<file path="src/logic/fpv_pkg.sv">
/*
 Package for the flash protect/verify controller: register offsets, field
 positions, reset values, timing constants, modes and carried structs.
 Assumes an APB master with 32-bit data and word-aligned registers.
*/
package fpv_pkg;
   // Register byte offsets
   localparam logic [7:0] FPV_OFS_CTRL = 8'h00;
   localparam logic [7:0] FPV_OFS_BLK1 = 8'h04;
   localparam logic [7:0] FPV_OFS_BLK2 = 8'h08;
   localparam logic [7:0] FPV_OFS_WAIT = 8'h0C;
   localparam logic [7:0] FPV_OFS_COND = 8'h10;
   localparam logic [7:0] FPV_OFS_STAT = 8'h14;
   // flash_ctrl_reg fields
   localparam int FPV_BIT_WRARM = 0;
   localparam int FPV_BIT_SCARM = 1;
   localparam int FPV_BIT_WRCHK = 2;
   localparam int FPV_BIT_SCCHK = 3;
   // wait_ctrl_reg fields
   localparam int FPV_BIT_OVLO = 6;
   localparam int FPV_BIT_OVHI = 7;
   // cond_flags_reg field
   localparam int FPV_BIT_MASK = 7;
   // Reset values
   localparam logic [7:0] FPV_RST_CTRL = 8'h00;
   localparam logic [7:0] FPV_RST_BLK1 = 8'h00;
   localparam logic [7:0] FPV_RST_BLK2 = 8'h00;
   localparam logic [7:0] FPV_RST_WAIT = 8'h08;
   localparam logic [7:0] FPV_RST_COND = 8'h00;
   localparam logic [7:0] FPV_BOOT_WAIT = 8'hC8;
   localparam logic [7:0] FPV_BOOT_COND = 8'h80;
   // Block select: upper nibble of register 1 is stored and read back but selects no block
   localparam logic [7:0] FPV_BLK1_MASK = 8'h0F;
   // Overlay windows
   localparam logic [15:0] FPV_RAM_WIN_BASE = 16'hFC00;
   localparam logic [15:0] FPV_ROM_WIN_END = 16'h007F;
   // Timing
   localparam int FPV_CLK_MHZ = 100;
   localparam int FPV_TVS_US = 4;
   localparam int FPV_TVS_CYC = FPV_TVS_US * FPV_CLK_MHZ;
   localparam int FPV_TVS_W = 9;
   localparam int FPV_RST_MIN_CYC = 10;

   typedef enum logic [4:0]
   {
      FPV_MODE_IDLE = 5'b00001,
      FPV_MODE_PROG = 5'b00010,
      FPV_MODE_ERASE = 5'b00100,
      FPV_MODE_VERIFY = 5'b01000,
      FPV_MODE_PREVF = 5'b10000
   } fpv_mode_type;

   typedef struct packed
   {
      logic prog_en;
      logic erase_en;
      logic verify_en;
      logic prevf_en;
      logic prevf_ready;
      logic read_unreliable;
      logic [11:0] blk_en;
   } fpv_flash_ctl_type;

   typedef struct packed
   {
      logic overlay_on;
      logic [1:0] overlay_sel;
      logic irq_masked;
      logic irq_latched;
   } fpv_ovl_type;
endpackage

</file>
<file path="src/logic/fpv_flash_protect_verify_ctrl.sv">
/*
 Flash protect/verify controller: control registers over APB, verify mode
 selection, software and hardware protection gating of program and erase,
 interrupt abort latch and RAM overlay of the vector area.
 Assumes hv_supply_pin, standby and interrupt inputs are asynchronous pins
 and that APB is on mclk.
*/
`timescale 1ns/1ns
module fpv_flash_protect_verify_ctrl
(
   input wire logic mclk,
   input wire logic rst_n,
   input wire logic wdt_rst,
   input wire logic standby_pin,
   input wire logic hv_supply_pin,
   input wire logic boot_mode,
   input wire logic irq_pin,
   input wire logic nmi_pin,
   input wire logic [15:0] cpu_addr,
   input wire logic psel,
   input wire logic penable,
   input wire logic pwrite,
   input wire logic [7:0] paddr,
   input wire logic [31:0] pwdata,
   input wire logic [3:0] pstrb,
   output logic [31:0] prdata,
   output logic pready,
   output logic pslverr,
   output fpv_pkg::fpv_flash_ctl_type flash_ctl,
   output fpv_pkg::fpv_ovl_type ovl,
   output logic [15:0] mapped_addr,
   output logic irq_to_cpu,
   output logic nmi_to_cpu
);
   import fpv_pkg::*;

   logic [1:0] rst_sync_r;
   logic rst_int_n;
   logic [1:0] hv_sync_r;
   logic [1:0] stby_sync_r;
   logic [1:0] irq_sync_r;
   logic [1:0] nmi_sync_r;
   logic hv_ok;
   logic stby;
   logic irq_s;
   logic nmi_s;
   logic clr_regs;
   logic [7:0] ctrl_r;
   logic [7:0] blk1_r;
   logic [7:0] blk2_r;
   logic [7:0] wait_r;
   logic [7:0] cond_r;
   logic abort_r;
   logic boot_done_r;
   logic [FPV_TVS_W-1:0] tvs_cnt_r;
   logic [FPV_TVS_W-1:0] tvs_cnt_nxt;
   logic [31:0] prdata_nxt;
   logic wr_en;
   logic rd_en;
   logic hit;
   logic emu_protect;
   logic sw_blocked;
   logic any_arm;
   logic irq_eff;
   logic ovl_on;
   logic [11:0] blk_all;
   fpv_mode_type mode;

   // Reset release through two flops
   always_ff @(posedge mclk or negedge rst_n)
   begin
      if (!rst_n)
         rst_sync_r <= 2'b00;
      else
         rst_sync_r <= {rst_sync_r[0], 1'b1};
   end
   assign rst_int_n = rst_sync_r[1];

   // Pin synchronisers
   always_ff @(posedge mclk or negedge rst_int_n)
   begin
      if (!rst_int_n)
      begin
         hv_sync_r <= 2'b00;
         stby_sync_r <= 2'b00;
         irq_sync_r <= 2'b00;
         nmi_sync_r <= 2'b00;
      end
      else
      begin
         hv_sync_r <= {hv_sync_r[0], hv_supply_pin};
         stby_sync_r <= {stby_sync_r[0], standby_pin};
         irq_sync_r <= {irq_sync_r[0], irq_pin};
         nmi_sync_r <= {nmi_sync_r[0], nmi_pin};
      end
   end
   assign hv_ok = hv_sync_r[1];
   assign stby = stby_sync_r[1];
   assign irq_s = irq_sync_r[1];
   assign nmi_s = nmi_sync_r[1];

   // Hardware protection clear: no 12 V, watchdog or standby
   assign clr_regs = !hv_ok || wdt_rst || stby;

   // APB decode; zero wait states
   assign hit = (paddr == FPV_OFS_CTRL) || (paddr == FPV_OFS_BLK1) || (paddr == FPV_OFS_BLK2) ||
                (paddr == FPV_OFS_WAIT) || (paddr == FPV_OFS_COND) || (paddr == FPV_OFS_STAT);
   assign pready = 1'b1;
   assign pslverr = psel && penable && !hit;
   assign wr_en = psel && penable && pwrite && pstrb[0] && hit;
   assign rd_en = psel && !penable && !pwrite;

   // Flash control and block select registers
   always_ff @(posedge mclk or negedge rst_int_n)
   begin
      if (!rst_int_n)
      begin
         ctrl_r <= FPV_RST_CTRL;
         blk1_r <= FPV_RST_BLK1;
         blk2_r <= FPV_RST_BLK2;
      end
      else if (clr_regs)
      begin
         ctrl_r <= FPV_RST_CTRL;
         blk1_r <= FPV_RST_BLK1;
         blk2_r <= FPV_RST_BLK2;
      end
      else if (wr_en)
      begin
         if (paddr == FPV_OFS_CTRL)
            ctrl_r <= {4'h0, pwdata[3:0]};
         if (paddr == FPV_OFS_BLK1)
            blk1_r <= pwdata[7:0];
         if (paddr == FPV_OFS_BLK2)
            blk2_r <= pwdata[7:0];
      end
   end

   // Wait and condition registers; boot leaves both overlay bits and the mask set
   always_ff @(posedge mclk or negedge rst_int_n)
   begin
      if (!rst_int_n)
      begin
         wait_r <= FPV_RST_WAIT;
         cond_r <= FPV_RST_COND;
         boot_done_r <= 1'b0;
      end
      else if (!boot_done_r)
      begin
         boot_done_r <= 1'b1;
         if (boot_mode)
         begin
            wait_r <= FPV_BOOT_WAIT;
            cond_r <= FPV_BOOT_COND;
         end
      end
      else if (wr_en)
      begin
         if (paddr == FPV_OFS_WAIT)
            wait_r <= pwdata[7:0];
         if (paddr == FPV_OFS_COND)
            cond_r <= pwdata[7:0];
      end
   end

   // Interrupt masking: mask flag leaves only the non-maskable path
   assign irq_eff = irq_s && !cond_r[FPV_BIT_MASK];
   assign irq_to_cpu = irq_eff;
   assign nmi_to_cpu = nmi_s;

   // Abort latch; only reset clears it, set wins over every write
   always_ff @(posedge mclk or negedge rst_int_n)
   begin
      if (!rst_int_n)
         abort_r <= 1'b0;
      else if ((irq_eff || nmi_s) && (ctrl_r[FPV_BIT_WRARM] || ctrl_r[FPV_BIT_SCARM]))
         abort_r <= 1'b1;
   end

   // Protection, evaluated combinationally so gating is immediate
   assign emu_protect = wait_r[FPV_BIT_OVHI] ^ wait_r[FPV_BIT_OVLO];
   assign sw_blocked = emu_protect || abort_r || clr_regs;
   assign blk_all = {blk2_r, blk1_r[3:0] & FPV_BLK1_MASK[3:0]};
   assign any_arm = ctrl_r[FPV_BIT_WRARM] || ctrl_r[FPV_BIT_SCARM];

   always_comb
   begin
      mode = FPV_MODE_IDLE;
      if (ctrl_r[FPV_BIT_WRARM])
         mode = FPV_MODE_PROG;
      else if (ctrl_r[FPV_BIT_SCARM])
         mode = FPV_MODE_ERASE;
      else if (ctrl_r[FPV_BIT_WRCHK] || ctrl_r[FPV_BIT_SCCHK])
         mode = FPV_MODE_VERIFY;
      else if (hv_ok)
         mode = FPV_MODE_PREVF;
   end

   // Verify-settle counter, restarted on each entry to prewrite-verify
   always_comb
   begin
      tvs_cnt_nxt = tvs_cnt_r;
      if (mode != FPV_MODE_PREVF)
         tvs_cnt_nxt = '0;
      else if (tvs_cnt_r != FPV_TVS_CYC[FPV_TVS_W-1:0])
         tvs_cnt_nxt = tvs_cnt_r + 1'b1;
   end

   always_ff @(posedge mclk or negedge rst_int_n)
   begin
      if (!rst_int_n)
         tvs_cnt_r <= '0;
      else
         tvs_cnt_r <= tvs_cnt_nxt;
   end

   always_comb
   begin
      flash_ctl.prog_en = (mode == FPV_MODE_PROG) && !sw_blocked && (blk_all != 12'h000);
      flash_ctl.erase_en = (mode == FPV_MODE_ERASE) && !sw_blocked && (blk_all != 12'h000);
      flash_ctl.verify_en = (mode == FPV_MODE_VERIFY) && !clr_regs;
      flash_ctl.prevf_en = (mode == FPV_MODE_PREVF) && !clr_regs;
      flash_ctl.prevf_ready = flash_ctl.prevf_en && (tvs_cnt_r == FPV_TVS_CYC[FPV_TVS_W-1:0]);
      flash_ctl.read_unreliable = any_arm;
      flash_ctl.blk_en = (sw_blocked || !any_arm) ? 12'h000 : blk_all;
   end

   // Vector overlay: both bits, 12 V and an interrupt or an armed program/erase
   assign ovl_on = wait_r[FPV_BIT_OVHI] && wait_r[FPV_BIT_OVLO] && hv_ok &&
                   (irq_eff || nmi_s || any_arm);
   always_comb
   begin
      ovl.overlay_on = ovl_on;
      ovl.overlay_sel = {wait_r[FPV_BIT_OVHI], wait_r[FPV_BIT_OVLO]};
      ovl.irq_masked = cond_r[FPV_BIT_MASK];
      ovl.irq_latched = abort_r;
      mapped_addr = cpu_addr;
      if (ovl_on && (cpu_addr <= FPV_ROM_WIN_END))
         mapped_addr = FPV_RAM_WIN_BASE | cpu_addr;
   end

   // Read data
   always_comb
   begin
      prdata_nxt = 32'h0000_0000;
      unique case (paddr)
         FPV_OFS_CTRL: prdata_nxt[7:0] = ctrl_r;
         FPV_OFS_BLK1: prdata_nxt[7:0] = blk1_r;
         FPV_OFS_BLK2: prdata_nxt[7:0] = blk2_r;
         FPV_OFS_WAIT: prdata_nxt[7:0] = wait_r;
         FPV_OFS_COND: prdata_nxt[7:0] = cond_r;
         FPV_OFS_STAT: prdata_nxt[7:0] = {2'b00, mode != FPV_MODE_IDLE, flash_ctl.prevf_ready,
                                          ovl_on, hv_ok, emu_protect, abort_r};
         default: prdata_nxt = 32'h0000_0000;
      endcase
   end

   always_ff @(posedge mclk or negedge rst_int_n)
   begin
      if (!rst_int_n)
         prdata <= 32'h0000_0000;
      else if (rd_en)
         prdata <= prdata_nxt;
   end
endmodule // fpv_flash_protect_verify_ctrl

</file>
<file path="config.mk">
export PLATFORM = sky130hd
export DESIGN_NAME = fpv_flash_protect_verify_ctrl
export DESIGN_NICKNAME = d
export VERILOG_FILES = /design/src/logic/fpv_pkg.sv /design/src/logic/fpv_flash_protect_verify_ctrl.sv
export SDC_FILE = /design/constraint.sdc
export NUM_CORES = 1
export LEC_CHECK = 0
export BUFFER_PORTS_ARGS = -buffer_cell sky130_fd_sc_hd__buf_2
export CAP_MARGIN = 25
export CORE_MARGIN = 2
export CORE_UTILIZATION = 35
export CTS_CLUSTER_SIZE = 12
export DETAILED_ROUTE_END_ITERATION = 6
export GPL_TIMING_DRIVEN = 0
export PLACE_DENSITY_LB_ADDON = 0.12
export REMOVE_ABC_BUFFERS = 1
export SYNTH_ARGS = -nofsm -noshare
export SYNTH_HDL_FRONTEND = slang
export SYNTH_SLANG_ARGS = --single-unit
</file>
<file path="constraint.sdc">
create_clock -name mclk -period 6.6 [get_ports mclk]
set_clock_uncertainty 0.2 [all_clocks]
set_input_delay 1.65 -clock mclk [delete_from_list [all_inputs] [get_ports mclk]]
set_output_delay 1.65 -clock mclk [all_outputs]
set_load 0.02 [all_outputs]
</file>
# Word level (Yosys, flattened, before mapping)

Index checks and enable logic that the tools add are counted.

Output and inout bits: 75
Flip-flop bits (word level): 69
Memory bits (writable): 0
Logic and storage cells: 114
Memory bits (read-only): 0
Latch bits: 0
Input port bits: 71
Memories kept: 0

$mul: 0
Reductions and logical operators: 55
Add/subtract/negate cells: 1
Bitwise gates (word level): 1
Multiplexer cells: 26
Shift-type cells: 0
$lt $le $gt $ge: 1
Div/mod/pow operators: 0
Equality and inequality tests: 16

Operators with widths:

| operator            | count |
|---|---|
| $mux 8              | 17 |
| $pmux 8 s6          | 1 |
| $logic_and 1x1->1   | 20 |
| $mux 5              | 4 |
| $mux 9              | 2 |
| $eq 8x4->1 const B  | 2 |
| $eq 8x5->1 const B  | 2 |
| $le 16x7->1 const B | 1 |
| $mux 16             | 1 |
| $logic_or 1x1->1    | 14 |
| $mux 12             | 1 |
| $reduce_bool 12->1  | 1 |
| $reduce_bool 2->1   | 6 |
| $add 9x1->9 const B | 1 |
| $eq 9x9->1 const B  | 1 |
| $ne 9x9->1 const B  | 1 |
| $eq 8x3->1 const B  | 1 |
| $logic_not 1->1     | 8 |
| $logic_not 8->1     | 1 |
| $ne 2x1->1 const B  | 3 |
| $reduce_and 2->1    | 3 |
| $reduce_and 3->1    | 2 |
| $eq 5x2->1 const B  | 1 |
| $eq 5x3->1 const B  | 1 |
| other kinds (5)     | 5 |

# Logic depth before layout (Yosys ltp)

Gate-level depths: netlist of the first run.

Word-level depth: 9
Mapped depth: 7
Mapped depth without buffers: 6

# Least setup slack after synthesis of the first run

No wires, ideal clock.

Path type: input -> output
Start point: input wdt_rst
End point: output flash_ctl[10] (netlist bit)
Required time: 4.750 ns
Path slack: 1.677 ns
Stages: 6
Arrival time: 3.073 ns
Path buffers: 2
Cells stage by stage: or3b_1 -> clkbuf_1 -> or3_1 -> nor2b_1 -> clkbuf_1 -> and2_1

RTL lines:

| item               | RTL line                            | text |
|---|---|---|
| start: declaration | fpv_flash_protect_verify_ctrl.sv:13 | `input wire logic wdt_rst,` |
| end: declaration   | fpv_flash_protect_verify_ctrl.sv:29 | `output fpv_pkg::fpv_flash_ctl_type flash_ctl,` |

==> flow_summary.ini, run 1 <==
[power]
pwr-share-seq_pct = 52.3
power_per_cell_area_nw_per_um2 = 191
clockPowerShare_pct = 38.6
p_leak_nw = 1.94
p_comb_share_pct = 9.2
ir_worst_vdd_mv = 0.105
p_int_uw = 574
power_switching_share_pct = 27.6
p_switching_uw = 219
total_power_uw = 793

[floorplanning]
ioPinCount = 146
die_y_um = 107
die-area_um2 = 11300
die_w_um = 107
core_region_area_um2 = 10300
num_rows = 37
initial_core_util_pct = 35.8

[sta]
fmax_mhz = 178
maxSlewViolCount = 0
min_period_ns = 5.62
rsz0062_at_grt = false
hold_viol_final = 0
relSlewSlack_pct = 38.5
finalCritPeriodShare_pct = 85.2
tightest_slew_ns = 0.914
setup_viol = 0
setup_tns_ns = 0

[route]
vias = 2860
drc = 0
vias_per_cell = 5.10
drtIter0Drc = 91
drtAntennaViolNets = 0
firstDrtPassIters = 4
wl_per_cell_um = 17.3
finalWirelength_um = 9680

[final_layout]
antennaDiodeCount = 0
nets = 494
mostFrequentLayoutCells = buf_2 (79), dfrtp_1 (63), conb_1 (27)
fin_area_um2 = 4160
drive_above_1_share_pct = 28.5
area_delta_synth_final_pct = 13.0
multi_input_area_um2 = 1720
n_fill_cell = 1074
area.sequential_um2 = 1630
mostFrequentLayoutCell = buf_2

[setup_path]
crit_path_end_kind = primary output
path_class = input port to primary output
crit_required_ns = 4.75
rr_endpoint = prdata[4]
crit_chain = buf_2 -> or3b_1 -> or3_1 -> nor2b_1 -> and2_1 -> buf_2
cpPeakStageDelay_ns = 0.75
crit_path_start = wdt_rst
arrival_ns = 3.77
cpLargestDelayFamily = simple AND/OR/NAND/NOR gates
reg2reg_depth = 4
cp.depth = 6
cp_num_buf_inv = 2
startpoint_type = input port
r2r_slack_ns = 4.33
cpMostUsedCell = buf_2
critPathMaxFanout = 24
slowest_stage = or3b_1
reg2reg_from = hv_sync_r[1]
crit_end = flash_ctl[0]

[logic_synthesis]
ys_types = 56
syn_area_per_cell_um2 = 10.2
synth-async-reset-ratio_pct = 100
synthFlopType = dfrtp_1
yosysSeqAreaShare_pct = 44.3
synthTopCellsByArea = dfrtp_1 (44%), buf_4 (8.4%), mux2i_1 (5.2%)
synth_edf_count = 0
yosysWarnings = 0
synth_top_area_share_pct = 43.5
synth.cell_area_um2 = 3680
netlist_instances = 362
yosysTopAreaCell = dfrtp_1
ys_ff_latch = 65

[cts]
cts_root_buffer = clkbuf_8
htree_num_levels = 3
post_cts_resize_count = 0
worstSkewPairLatency_ns = 0.35
cts_setup_buffers = 0
ctsLongestPathBuffers = 2
path_clk_slew_ns = 0.07
cts.sinks = 65
tritoncts = built
cts_buffers = 9
hold_buffers = 0

[grt]
antenna_found_initial = 0
grt_pass1_vias = 2885
grt_overflow_total = 0
grtUsageTotal_pct = 17.8
grt_max_degree = 64
grt_pass1_wl_um = 15600

[run_status]
status = finished, final reports clean

[placement]
gp_congestion = 0.831
port_buffers = 79
dpl.hpwl_um = 6970
placed_area_um2 = 3970

[worst_hold_path]
hold_class = flip-flop to flip-flop

[flow_run]
max_cap_viol_count = 0
==> synth_stat cells (2+ instances only) <==
master     count
a21oi_1       12
a22o_1        17
a22oi_1        6
a2bb2oi_1      2
a31oi_1        2
and2_1        14
and3_1         2
buf_2          5
buf_4         41
buf_6          2
clkbuf_1      11
conb_1         2
dfrtp_1       64
ha_1           3
inv_1         11
mux2_2         2
mux2i_1       19
mux4_2         2
nand2_1        9
nand3_1       19
nand4_1        3
nand4b_1       2
nor2_1        18
nor2b_1        8
nor3_1         7
nor4_1         7
nor4_4         2
nor4b_1        4
o21ai_0       15
o22ai_1        7
o2bb2ai_1      2
or2_2          8
or3_1          3
or4_1          3
xnor2_1        2
xor2_1         6
==> worst min path at each step <==
stage | endpoint | startpoint | cells after the start
4_1_cts | nmi_sync_r[1] | nmi_sync_r[0] | 0
6_report | irq_sync_r[1] | irq_sync_r[0] | 0
3_5_place_dp | nmi_sync_r[1] | nmi_sync_r[0] | 0
3_3_place_gp | stby_sync_r[1] | stby_sync_r[0] | 0
2_1_floorplan | hv_sync_r[1] | hv_sync_r[0] | 0
5_1_grt | irq_sync_r[1] | irq_sync_r[0] | 0
==> state kept, by name (all words and copies together), names as in the netlist <==
name and count:
stby_sync_r 2, wait_r 8, tvs_cnt_r 9, ctrl_r 4, cond_r 8, boot_done_r 1, rst_sync_r 2, irq_sync_r 2
blk2_r 8, abort_r 1, prdata 8, hv_sync_r 2, nmi_sync_r 2, blk1_r 8
==> final cells by class <==
class,instances,area share [%]
Tap cell,136,4.10
Clock inverter,5,0.994
Timing Repair Buffer,81,9.88
Clock buffer,11,3.40
Sequential cell,65,39.3
Inverter,11,0.994
Multi-Input combinational cell,252,41.4
==> layer usage <==
layer  track usage [%]  part of all wire, %
met5                 0                    0
met4              6.49                  2.2
met3              4.35                  5.6
met2              27.5                   47
met1              24.3                   46
==> power by group through the flow <==
stage | Sequential (mW) | Clock [mW] | Combinational [mW]
2_1_floorplan | 0.420 | 0 | 0.0388
3_3_place_gp | 0.423 | 0 | 0.0713
3_5_place_dp | 0.423 | 0 | 0.0725
4_1_cts | 0.415 | 0.318 | 0.0727
5_1_grt | 0.417 | 0.332 | 0.0800
6_report | 0.414 | 0.306 | 0.0726
==> logic make-up after synthesis <==
group | synth area share [%]
multiplexers | 7.01
other | 0.204
buffers and inverters | 11.9
AO/OA/AOI/OAI | 12.8
AND/OR/NAND/NOR | 20.9
adder cells (fa/ha/maj) | 1.02
XOR/XNOR | 1.90
flip-flops | 44.3
==> stage by stage <==
stage	setup slack (ns)	hold WS (ns)	std cells	utilization, %
final	0.977	0.153	561	40.4
after global routing	0.763	0.158	561	40.4
after CTS	0.959	0.154	561	40.4
after detailed placement	0.963	0.136	545	38.7
after global placement	0.993	0.133	543	38.3
after floorplan	1.49	0.131	328	-
==> worst register-to-register path, stage by stage, from the launching register on <==
cell and delay (ns):
dfrtp_1 0.43, or3b_1 0.75, nand4b_1 0.46, o22ai_1 0.22, a22o_1 0.15
Power figures use the tool's default switching activity.
==> inputs of run 2 (changes only) <==
Settings changed: MAX_ROUTING_LAYER set to met4.
==> run 2 against run 1 <==
Sequential share of layout area is the same. Die area stayed put. Combinational power is essentially flat. Largest power group unchanged. Clock power is 1% higher. Non-clock buffer count is the same. Worst setup slack gained 0.0027 ns. Total power rose by 0.51%. Count of clock-buffer cells in the layout unchanged. First-iteration DRC count rose by 15%. Critical path depth unchanged.
==> flow_summary.ini, run 2 (same netlist as run 1, synthesis figures left out) <==
[cts]
cts_root_buffer = clkbuf_8
cts_setup_buffers = 0
cts_buffers = 9
worstSkewPairLatency_ns = 0.35
htree_num_levels = 3
hold_buffers = 0
cts.sinks = 65
ctsLongestPathBuffers = 2
path_clk_slew_ns = 0.07
tritoncts = built
post_cts_resize_count = 0

[final_layout]
n_fill_cell = 1074
drive_above_1_share_pct = 28.5
antennaDiodeCount = 0
nets = 494
mostFrequentLayoutCell = buf_2
largest_register = tvs_cnt_r
mostFrequentLayoutCells = buf_2 (79), dfrtp_1 (63), conb_1 (27)
multi_input_area_um2 = 1720
area.sequential_um2 = 1630
largest_reg_flops = 9
area_delta_synth_final_pct = 13.0
stdcell_count = 561

[route]
drtIter0Drc = 105
wl_per_cell_um = 17.3
vias_per_cell = 5.10
firstDrtPassIters = 4
drc = 0
finalWirelength_um = 9700
vias = 2860
drtAntennaViolNets = 0

[sta]
hold_viol_final = 0
relSlewSlack_pct = 39.2
setup_viol = 0
setup_tns_ns = 0
min_period_ns = 5.62
maxSlewViolCount = 0
fmax_mhz = 178
finalCritPeriodShare_pct = 85.2
rsz0062_at_grt = false
tightest_slew_ns = 0.903

[worst_hold_path]
hold_class = flip-flop to flip-flop
min_path_cells = 0
hold_path_end = nmi_sync_r[1]
worstHoldStart = nmi_sync_r[0]

[setup_path]
reg2reg_from = hv_sync_r[1]
path_class = input port to primary output
arrival_ns = 3.77
r2r_slack_ns = 4.34
rr_endpoint = prdata[4]
crit_required_ns = 4.75
critPathMaxFanout = 24
startpoint_type = input port
reg2reg_depth = 4
crit_path_end_kind = primary output

[floorplanning]
initial_core_util_pct = 35.8
die_w_um = 107
die-area_um2 = 11300
core_region_area_um2 = 10300
die_y_um = 107
ioPinCount = 146
num_rows = 37

[power]
power_per_cell_area_nw_per_um2 = 192
ir_worst_vdd_mv = 0.105
p_leak_nw = 1.94

[placement]
gp_congestion = 0.844
dpl.hpwl_um = 6970
dp.cells = 545
port_buffers = 79

[grt]
grtUsageTotal_pct = 18.4
antenna_found_initial = 0
grt_pass1_wl_um = 15600
grt_overflow_total = 0
grt_pass1_vias = 2878
grt_max_degree = 64

[run_status]
status = finished, final reports clean

[flow_run]
max_cap_viol_count = 0
==> run 2: cell counts in the layout (fill, tap and decap cells not counted) <==
No cell type changed its count.
==> run 2: per-layer routing <==
metal / global-route usage (%) / vias up / routed length (um)
met2: 27.4 / 103 / 4500
li1: - / 1352 / -
met1: 24.7 / 1391 / 4470
met3: 4.54 / 14 / 558
met4: 5.94 / 0 / 173
met5: - / - / 0
==> run 2: critical path, stage by stage <==
cell and delay, ns:
buf_2 0.09, or3b_1 0.75, or3_1 0.48, nor2b_1 0.43, and2_1 0.20, buf_2 0.16
==> run 2: final cells by class <==
cell class	count	area share (%)
clock buffer	11	3.40
sequential	65	39.3
tap	136	4.10
inverter	11	0.994
clock inverter	5	0.994
multi-input combinational	252	41.4
timing repair buffer	81	9.88
==> run 2: per-stage QoR <==
stage / hold WS (ns) / instance area (um2) / utilization (%) / setup WS (ns) / power (mW)
3_3_place_gp: 0.133 / 3940 / 38.3 / 0.993 / 0.494
5_1_grt: 0.158 / 4160 / 40.4 / 0.763 / 0.830
4_1_cts: 0.154 / 4160 / 40.4 / 0.959 / 0.806
2_1_floorplan: 0.131 / 3380 / - / 1.49 / 0.458
3_5_place_dp: 0.136 / 3970 / 38.7 / 0.963 / 0.495
6_report: 0.151 / 4160 / 40.4 / 0.980 / 0.797
==> run 2: worst max-delay path by stage <==
stage	startpoint	endpoint	depth (start not counted)
after global placement	wdt_rst	flash_ctl[3]	6
after detailed placement	wdt_rst	flash_ctl[0]	6
final	wdt_rst	flash_ctl[0]	6
after floorplan	wdt_rst	flash_ctl[0]	4
after CTS	wdt_rst	flash_ctl[0]	6
after global routing	wdt_rst	flash_ctl[0]	6
==> run 2: where the power goes <==
part,switching [mW],internal [mW]
Sequential,0.0113,0.403
Combinational,0.0501,0.0226
Clock,0.162,0.148
